`config.mk`:
```
export PLATFORM = sky130hd
export DESIGN_NAME = sult_top
export DESIGN_NICKNAME = d
export VERILOG_FILES = /design/src/hdl/sult_pkg.sv /design/src/hdl/sult_pacer.sv /design/src/hdl/sult_top.sv
export SDC_FILE = /design/constraint.sdc
export NUM_CORES = 1
export LEC_CHECK = 0
export BUFFER_PORTS_ARGS = -buffer_cell sky130_fd_sc_hd__buf_2
export CAP_MARGIN = 5
export CORE_MARGIN = 3
export CORE_UTILIZATION = 40
export DETAILED_ROUTE_END_ITERATION = 10
export PLACE_DENSITY_LB_ADDON = 0.1
export SETUP_SLACK_MARGIN = 0.2
export SYNTH_ARGS = -nofsm -noshare
export SYNTH_HDL_FRONTEND = slang
export SYNTH_SLANG_ARGS = --single-unit
```
`constraint.sdc`:
```
create_clock -name clk -period 2.5 [get_ports clk]
set_input_delay 0.375 -clock clk [delete_from_list [all_inputs] [get_ports clk]]
set_output_delay 0.375 -clock clk [all_outputs]
set_load 0.01 [all_outputs]
```
`src/hdl/sult_pkg.sv`:
```
package sult_pkg;
  // pacing
  localparam int unsigned ClkHz = 50_000_000;
  localparam int unsigned BasePeriodUs = 9000;
  localparam int unsigned BaseCycles = (BasePeriodUs * 50);
  localparam int unsigned BaseCntW = 19;
  localparam logic [3:0] Div150 = 4'h7;
  localparam logic [3:0] Div100 = 4'hA;
  localparam logic [3:0] Div75 = 4'hE;
  // rate selector codes
  localparam logic [2:0] RateOff = 3'h0;
  localparam logic [2:0] Rate1050 = 3'h1;
  localparam logic [2:0] Rate150 = 3'h2;
  localparam logic [2:0] Rate100 = 3'h3;
  localparam logic [2:0] Rate75 = 3'h4;
  // mode codes
  localparam logic [1:0] ModeSwitch = 2'h0;
  localparam logic [1:0] ModeAlt = 2'h1;
  localparam logic [1:0] ModeTape = 2'h2;
  // character length codes: 0=5,1=6,2=7,3=8 bits
  localparam logic [1:0] Len5 = 2'h0;
  // alternating test characters
  localparam logic [7:0] CharR = 8'h0A;
  localparam logic [7:0] CharY = 8'h15;
  localparam logic [7:0] CharJ = 8'h4A;
  localparam logic [7:0] Char5 = 8'h35;
  localparam logic [7:0] ZeroChar = 8'h00;

  typedef struct packed {
    logic [18:0] baseCnt;
    logic [3:0] divCnt;
    logic basePulse;
  } sult_pace_t;
endpackage

```
`src/hdl/sult_pacer.sv`:
```
`timescale 1ns/100ps
module sult_pacer #(
  parameter int unsigned BaseCycles = sult_pkg::BaseCycles
) (
  input wire logic clk,
  input wire logic arst_n,
  input wire logic [2:0] rateSel,
  output logic pacePulse
);
  sult_pkg::sult_pace_t st_r, st_nxt;
  logic [3:0] divLimit;

  always_comb begin
    case (rateSel)
      sult_pkg::Rate150: divLimit = sult_pkg::Div150;
      sult_pkg::Rate100: divLimit = sult_pkg::Div100;
      sult_pkg::Rate75: divLimit = sult_pkg::Div75;
      default: divLimit = 4'h1;
    endcase
  end

  always_comb begin
    st_nxt = st_r;
    st_nxt.basePulse = 1'b0;
    if (rateSel == sult_pkg::RateOff || rateSel > sult_pkg::Rate75) begin
      // stopped: base clock held, no pulses
      st_nxt.baseCnt = '0;
      st_nxt.divCnt = '0;
    end else if (st_r.baseCnt == 19'(BaseCycles - 1)) begin
      st_nxt.baseCnt = '0;
      // pass only the first base pulse of each group
      st_nxt.basePulse = (st_r.divCnt == 4'h0);
      st_nxt.divCnt = (st_r.divCnt + 4'h1 >= divLimit) ? 4'h0
                      : st_r.divCnt + 4'h1;
    end else begin
      st_nxt.baseCnt = st_r.baseCnt + 19'h0_0001;
    end
  end

  always_ff @(posedge clk or negedge arst_n) begin
    if (!arst_n) begin
      st_r <= '0;
    end else begin
      st_r <= st_nxt;
    end
  end

  assign pacePulse = st_r.basePulse;

  pace_stop_a: assert property (
    @(posedge clk) disable iff (!arst_n)
    rateSel == sult_pkg::RateOff |=> !pacePulse)
    else $error("pacer pulsed while off");
  pace_spacing_a: assert property (
    @(posedge clk) disable iff (!arst_n)
    pacePulse |=> !pacePulse [*8])
    else $error("pace pulses too close");
endmodule

```
`src/hdl/sult_top.sv`:
```
// What this block does
// - generator alternates two characters of alternating ones and zeros.
// - fail check active whenever generator runs; flags wrong returned char.
// - clear input resets lost, break and fail flags; otherwise they latch, except fail in tape mode.
// - outside tape mode transmit serial output feeds receive serial input.
// - switch-pattern mode drives transmit data from eight pattern switches.
// - rates 1050, 150, 100, 75 wpm or off; off means manual acks only.
// - bit indicators show received character until next one is sent.
// - length selects 5 to 8 bits; unused upper bits ignored in checks.
// - alternate R/Y at five bits, J/5 at six to eight bits.
// - alternating mode compares returned char and sets fail on mismatch.
// - each manual ack that meets an output request advances generator one character in alternating mode.
// - tape mode passes received characters straight to transmit unit.
// - with rate off pacing clock stops; clock indicator shows pulsing.
// - base pacing pulse every 9 ms, used undivided at 1050 wpm.
// - divide base by 7, 10 or 14 for 150, 100 and 75 wpm.
// - generator toggles only when ack coincides with output request.
// - fail flag held clear while tape mode is selected.
`timescale 1ns/100ps
module sult_top #(
  parameter int unsigned BaseCycles = sult_pkg::BaseCycles
) (
  // clock and reset
  input wire logic clk,
  input wire logic arst_n,
  // panel controls
  input wire logic [1:0] modeSel,
  input wire logic [2:0] rateSel,
  input wire logic [1:0] charLenSel,
  input wire logic [7:0] patternSwitches,
  input wire logic manualAcknowledgeButton,
  input wire logic manualClear,
  // serial pair: receive unit
  input wire logic [7:0] rxData,
  input wire logic rxInputReady,
  input wire logic rxCharLost,
  input wire logic rxLineBreak,
  input wire logic rxIdle,
  input wire logic rxSerialOut,
  input wire logic tapeReaderInput,
  output logic rxSerialIn,
  output logic rxAck,
  // serial pair: transmit unit
  input wire logic txOutputRequest,
  input wire logic txSerialOut,
  output logic [7:0] txData,
  output logic txAck,
  // indicators
  output logic [7:0] bitLamps,
  output logic lostLamp,
  output logic breakLamp,
  output logic failLamp,
  output logic idleLamp,
  output logic clockLamp,
  output logic printMonitor
);
  typedef struct packed {
    logic ackSync1;
    logic ackSync2;
    logic ackPrev;
    logic genSel;
    logic [7:0] sentChar;
    logic sentValid;
    logic [7:0] txData;
    logic txAck;
    logic rxAck;
    logic rxSerialIn;
    logic [7:0] bitLamps;
    logic lost;
    logic brk;
    logic fail;
    logic idle;
    logic clockRun;
    logic monitor;
  } sult_state_t;

  sult_state_t st_r, st_nxt;
  logic pacePulse;
  logic manualStrobe;
  logic ackEvent;
  logic tapeMode;
  logic altMode;
  logic rateOff;

  // upper bits beyond the selected length forced to zero
  function automatic logic [7:0] len_mask(input logic [1:0] len);
    return 8'hFF >> (3'h3 - 3'(len));
  endfunction

  function automatic logic [7:0] alt_char(input logic [1:0] len,
                                          input logic sel);
    if (len == sult_pkg::Len5) begin
      return sel ? sult_pkg::CharY : sult_pkg::CharR;
    end
    return sel ? sult_pkg::Char5 : sult_pkg::CharJ;
  endfunction

  sult_pacer #(.BaseCycles(BaseCycles)) u_pacer (
    .clk(clk),
    .arst_n(arst_n),
    .rateSel(rateSel),
    .pacePulse(pacePulse)
  );

  assign tapeMode = (modeSel == sult_pkg::ModeTape);
  assign altMode = (modeSel == sult_pkg::ModeAlt);
  // unused selector codes stop the pacer, so the lamp must drop too
  assign rateOff = (rateSel == sult_pkg::RateOff) ||
                   (rateSel > sult_pkg::Rate75);
  // one strobe per press, second stage only feeds the edge detector
  assign manualStrobe = st_r.ackSync2 & ~st_r.ackPrev;
  // manual and paced acks both accepted
  assign ackEvent = pacePulse | manualStrobe;

  always_comb begin
    st_nxt = st_r;
    st_nxt.ackSync1 = manualAcknowledgeButton;
    st_nxt.ackSync2 = st_r.ackSync1;
    st_nxt.ackPrev = st_r.ackSync2;
    st_nxt.txAck = 1'b0;
    st_nxt.rxAck = 1'b0;
    st_nxt.clockRun = pacePulse ? 1'b1 : (rateOff ? 1'b0 : st_r.clockRun);
    // loop closed unless tape input selected
    st_nxt.rxSerialIn = tapeMode ? tapeReaderInput : txSerialOut;
    st_nxt.monitor = txSerialOut;
    st_nxt.idle = rxIdle;
    case (modeSel)
      sult_pkg::ModeSwitch: begin
        st_nxt.txData = patternSwitches;
      end
      sult_pkg::ModeAlt: begin
        // alternating ones/zeros pattern
        st_nxt.txData = alt_char(charLenSel, st_r.genSel);
      end
      sult_pkg::ModeTape: begin
        if (rxInputReady) begin
          st_nxt.txData = rxData;
        end
      end
      default: begin
        st_nxt.txData = patternSwitches;
      end
    endcase
    if (ackEvent) begin
      st_nxt.rxAck = 1'b1;
      if (txOutputRequest) begin
        st_nxt.txAck = 1'b1;
        // kept whole: length may change between send and return
        st_nxt.sentChar = st_r.txData;
        st_nxt.sentValid = 1'b1;
        // toggle only on ack with request: no repeated char
        if (altMode) begin
          st_nxt.genSel = ~st_r.genSel;
        end
      end
    end
    // lamps hold received char until next send
    if (rxInputReady && !(ackEvent && txOutputRequest)) begin
      st_nxt.bitLamps = rxData;
    end
    // latched flags; clear loses to a new event
    if (manualClear) begin
      st_nxt.lost = 1'b0;
      st_nxt.brk = 1'b0;
      st_nxt.fail = 1'b0;
    end
    if (rxCharLost) begin
      st_nxt.lost = 1'b1;
    end
    if (rxLineBreak) begin
      st_nxt.brk = 1'b1;
    end
    if (altMode && rxInputReady && ackEvent && st_r.sentValid &&
        (((rxData ^ st_r.sentChar) & len_mask(charLenSel)) != 8'h00)) begin
      st_nxt.fail = 1'b1;
    end
    if (tapeMode) begin
      st_nxt.fail = 1'b0;
    end
  end

  always_ff @(posedge clk or negedge arst_n) begin
    if (!arst_n) begin
      st_r <= '0;
    end else begin
      st_r <= st_nxt;
    end
  end

  assign rxSerialIn = st_r.rxSerialIn;
  assign rxAck = st_r.rxAck;
  assign txData = st_r.txData;
  assign txAck = st_r.txAck;
  assign bitLamps = st_r.bitLamps;
  assign lostLamp = st_r.lost;
  assign breakLamp = st_r.brk;
  assign failLamp = st_r.fail;
  assign idleLamp = st_r.idle;
  assign clockLamp = st_r.clockRun;
  assign printMonitor = st_r.monitor;

  gen_toggle_a: assert property (
    @(posedge clk) disable iff (!arst_n)
    altMode && ackEvent && txOutputRequest
    |=> st_r.genSel != $past(st_r.genSel))
    else $error("generator did not toggle");
  gen_hold_a: assert property (
    @(posedge clk) disable iff (!arst_n)
    !(ackEvent && txOutputRequest) |=> $stable(st_r.genSel))
    else $error("generator changed without ack");
  fail_latch_a: assert property (
    @(posedge clk) disable iff (!arst_n)
    failLamp && !manualClear && !tapeMode |=> failLamp)
    else $error("fail flag dropped");
  lost_latch_a: assert property (
    @(posedge clk) disable iff (!arst_n)
    rxCharLost |=> lostLamp)
    else $error("lost not latched");
  tape_fail_a: assert property (
    @(posedge clk) disable iff (!arst_n)
    tapeMode |=> !failLamp)
    else $error("fail set in tape mode");
  loop_route_a: assert property (
    @(posedge clk) disable iff (!arst_n)
    !tapeMode |=> rxSerialIn == $past(txSerialOut))
    else $error("loop not closed");
  switch_data_a: assert property (
    @(posedge clk) disable iff (!arst_n)
    modeSel == sult_pkg::ModeSwitch
    |=> txData == $past(patternSwitches))
    else $error("switch pattern not driven");
  one_strobe_a: assert property (
    @(posedge clk) disable iff (!arst_n)
    manualStrobe |=> !manualStrobe)
    else $error("manual strobe too long");

  alt_send_c: cover property (@(posedge clk) altMode && txAck);
  fail_seen_c: cover property (@(posedge clk) $rose(failLamp));
  tape_pass_c: cover property (@(posedge clk) tapeMode && rxInputReady);
  manual_ack_c: cover property (@(posedge clk) manualStrobe);
endmodule
```
# Word level (Yosys, flattened, before mapping)
# Cells that the tools add are included.
# op_classes
reduce_logical	19
addsub	3
muxes	24
n_shift	1
n_lt_le_gt_ge	2
n_eq_ne	7
n_bitwise	6
# ops
op	n
two-way mux 8 bit	3
two-way mux 23 bit	1
adder 19 x 1 -> 19 bit (second input constant)	1
== test 19 bit (second input constant)	1
two-way mux 19 bit	1
case mux 8 bit (2 select lines)	1
case mux 4 bit (3 select lines)	1
two-way mux 1 bit	11
two-way mux 5 bit	2
bitwise AND 8 bit	1
nonzero test 2 bit	4
nonzero test 8 bit	1
>> shifter 8 x 3 -> 8 bit (first input constant)	1
XOR 8 bit	1
two-way mux 7 bit	1
== test 3 x 2 -> 1 bit (second input constant)	2
logical AND 1 bit	6
adder 4 x 1 -> 4 bit (second input constant)	1
greater-or-equal comparator 4 bit	1
zero test 4 bit	1
two-way mux 4 bit	1
== test 3 bit (second input constant)	1
greater-than comparator 3 bit (second input constant)	1
zero test 3 bit	1
15 further kinds	16
# totals
output_inout_bits	25
input_bits	35
wordCells	82
regBits	62

# Depth between registers and ports, before layout
# depth
depth_word	8
depth_mapped	8
depth_no_buf	8

# Modules after synthesis
# From an unflattened synthesis, not the netlist that was laid out.
# unflattened
hier_cells	298
area_unflattened_um2	3099.2
# modules_own_cells
mod	seq_area_each_um2	cells_per_inst	instances	area_per_inst_um2
sult_top	950.9	166	1	1790.5
sult_pacer	600.6	132	1	1308.8

# Worst setup path after synthesis
# OpenSTA, ideal clock, no wires.
# synth_timing
path_kind	register to register
start	register u_pacer.st_r[1] in the netlist's numbering
end	register u_pacer.st_r[1] in the netlist's numbering
path_stages_with_launch	9
n_path_buf	0
arrival_time_ns	1.668
t_required_ns	2.421
path_slack_ns	0.753
cell_sequence	dfrtp_1 -> ha_1 -> nand2b_1 -> nand2_1 -> ha_1 -> o21ai_0 -> a21oi_1 -> or3_1 -> mux2i_1
# synth_between
elab_chain_len	5
# synth_lines
item	line_no	rtl
from (decl)	sult_pacer.sv:10	sult_pkg::sult_pace_t st_r, st_nxt;
from (signal assigned)	sult_pacer.sv:44	st_r <= st_nxt;
adder 4 x 1 -> 4 bit (*)	sult_pacer.sv:33, sult_pacer.sv:34	
greater-or-equal comparator 4 bit	sult_pacer.sv:33	st_nxt.divCnt = (st_r.divCnt + 4'h1 >= divLimit) ? 4'h0
two-way mux 4 bit (*)	sult_pacer.sv:33	
two-way mux 5 bit (*)	sult_pacer.sv:29	end else if (st_r.baseCnt == 19'(BaseCycles - 1)) begin
two-way mux 23 bit (*)	sult_pacer.sv:25	if (rateSel == sult_pkg::RateOff || rateSel > sult_pkg::Rate75) begin
# Mark *: on every way between the ends. The rest lies on a longest branch, timed or not. The select of a mux whose other input is x is not followed.
# A chain may end at the register's enable or synchronous reset.

==> qor.yml <==
synth_ff_type: "dfrtp_1"
gr-usage-met1: 0.194
rsz0062_at_grt: "false"
first_iter_violations: 53
slew_headroom: 0.531
clkSinkCount: 62
initial_core_util: 0.419
synth_fp_nets: 351
endpoint_kind: "flip-flop"
syn_to_final_growth_pct: 16.4
synth_common_cells: "dfrtp_1, nand2_1, nor2_1"
hold_path_class: "in2async"
clk_pin_slew_worst_paths_ps: 70
cts-root-buf: "clkbuf_8"
drive_gt1_frac: 0.256
grt_pass1_wl_um: 10800
vias: 2231
met2_usage: 0.267
track_usage: 0.159
critPathBufInv: 0
cts-htree-levels: 3
cts_tree: "yes"
slew_violations: 0
ctsHoldBuffers: 0
yosys-top-cells-area: "dfrtp_1, nand2_1, xnor2_1, buf_4, ha_1"
arrival_ps: 2100
chipHeight_um: 93.6
fin_cells: 462
async_reset_ff_frac: 1.00
cpMaxStageDelayCell: "or3b_1"
fin_crit_sh: 0.753
die-area_um2: 8760
status: "finished, final reports clean"
ys_warn_count: 0
synth_edf_count: 0
clockBufferDepth: 2
required_ps: 2710
first_pass_iters: 4
via_per_inst: 4.83
design_area_um2: 3570
multi_input_area_um2: 1290
drc: 0
synth.distinct_cells: 41
synth_top_area_cell: "dfrtp_1"
cts.repair.resized: 0
grt_overflow: 0
worstSetupStartpointType: "flip-flop"
power_mw: 2.33
finalHoldViolCount: 0
diodes: 0
criticalPathCategory: "reg2reg"
seq_area_frac_synth: 0.506
portBuffers: 58
ff_latch_area_um2: 1550
skew_ps: 8.48
p_per_area_nw_per_um2: 651
post_cts_buffers: 0
num-nets-final: 402
fmax_ghz: 0.531
wire_per_inst_um: 13.5
avgSynthCellArea_um2: 10.0
peakVddDrop_mv: 0.322
netlist_instances: 307
setup_viol: 0
synth_seq_cells: 62
fp.coreArea_um2: 7330
finalHoldWorstSlack_ps: 77.4
grt.busiest_layer: "met2"
cap_violations: 0
clk_latency_ps: 330
die_w_um: 93.6
place_congestion: 0.758
worstMarginPinSlew_ps: 704
netlist_area_um2: 3070
cpPeakStageDelay_ps: 410
leakage_nw: 1.68
grt_pass1_vias: 2280
antenna_found_initial: 0
period_minus_slack_ps: 1880
wl_um: 6220
path_cells: "ha_1 > nand3_2 > nor3_2 > or3b_1 > xor2_1 > nor2_1"
yosysMostFrequentCell: "dfrtp_1"
placed_area_um2: 3380
ant_nets: 0
num_io_pins: 60
cts_buffers: 9
use_met3: 0.0507
dp_cells: 446
fillers: 717
synth_top_area_frac: 0.506
rows: 31
hpwlAfterDp_um: 4490
path_max_fanout: 5
tns_ps: 0
grt_max_degree: 35
cp_top_family: "simple AND/OR/NAND/NOR gates"
-- cell usage in the layout, fill, tap and decap left out, types with 3 or more instances in the layout --
cell type	n
dfrtp_1	62
buf_2	58
nand2_1	39
nor2_1	30
inv_1	19
o21ai_0	17
xnor2_1	16
a21oi_1	13
xor2_1	12
clkbuf_8	10
mux2_2	9
ha_1	9
nand3_1	7
nand4_1	7
nand2b_1	5
nor2b_1	4
buf_4	4
a21o_1	3
a22o_1	3
-- state kept, by name (all words and copies together) (netlist names), 2 cells and up --
name / flops
st_nxt: 2
txData: 8
u_pacer.st_r: 23
bitLamps: 8
st_r: 11
-- cells by family after synthesis --
group,after synthesis,synth area share
AND/OR/NAND/NOR,111,0.179
buffers and inverters,42,0.0746
flip-flops,62,0.506
AO/OA/AOI/OAI,45,0.0876
multiplexers,10,0.0363
XOR/XNOR,28,0.0799
adder cells (fa/ha/maj),9,0.0367
-- power breakdown --
group,leakage [nW],switching [mW],internal [mW],total [mW]
sequential,0.795,0.0531,1.08,1.14
clock,0.0997,0.380,0.488,0.868
combinational,0.790,0.180,0.142,0.322
-- final cells by class --
cell class,instances,share of cell area
clock buffers,11,0.0396
inverters,19,0.0200
multi-input cells,203,0.361
well taps,99,0.0347
clock inverters,5,0.0158
flip-flops and latches,62,0.434
repair buffers,63,0.0952
-- worst paths after layout --
check	from	to	slack (ps)	cells after the start
min in group clk	manualAcknowledgeButton	st_nxt[36]$_DFF_PN0_	150	1
worst min register to register	st_nxt[36]$_DFF_PN0_	st_nxt[35]$_DFF_PN0_	370	0
worst max-delay path	u_pacer.st_r[5]$_DFF_PN0_	u_pacer.st_r[23]$_DFF_PN0_	620	6
max in group asynchronous	arst_n	u_pacer.st_r[19]$_DFF_PN0_	1780	2
worst min-delay path	arst_n	printMonitor$_DFF_PN0_	80	1
worst max register to register	u_pacer.st_r[5]$_DFF_PN0_	u_pacer.st_r[23]$_DFF_PN0_	620	6
-- through the flow --
stage / util / setup WS (ps)
2_1_floorplan: - / 753
3_3_place_gp: 0.460 / 515
3_5_place_dp: 0.460 / 503
4_1_cts: 0.487 / 606
5_1_grt: 0.487 / 427
6_report: 0.487 / 617
-- routing by layer --
| layer | part of all wire | routed length (um) |
|---|---|---|
| met4 | 0.0056 | 35 |
| met1 | 0.44 | 2760 |
| met2 | 0.50 | 3100 |
| met3 | 0.052 | 324 |
| met5 | 0 | 0 |
No activity file was read; power rests on OpenSTA's default activity.
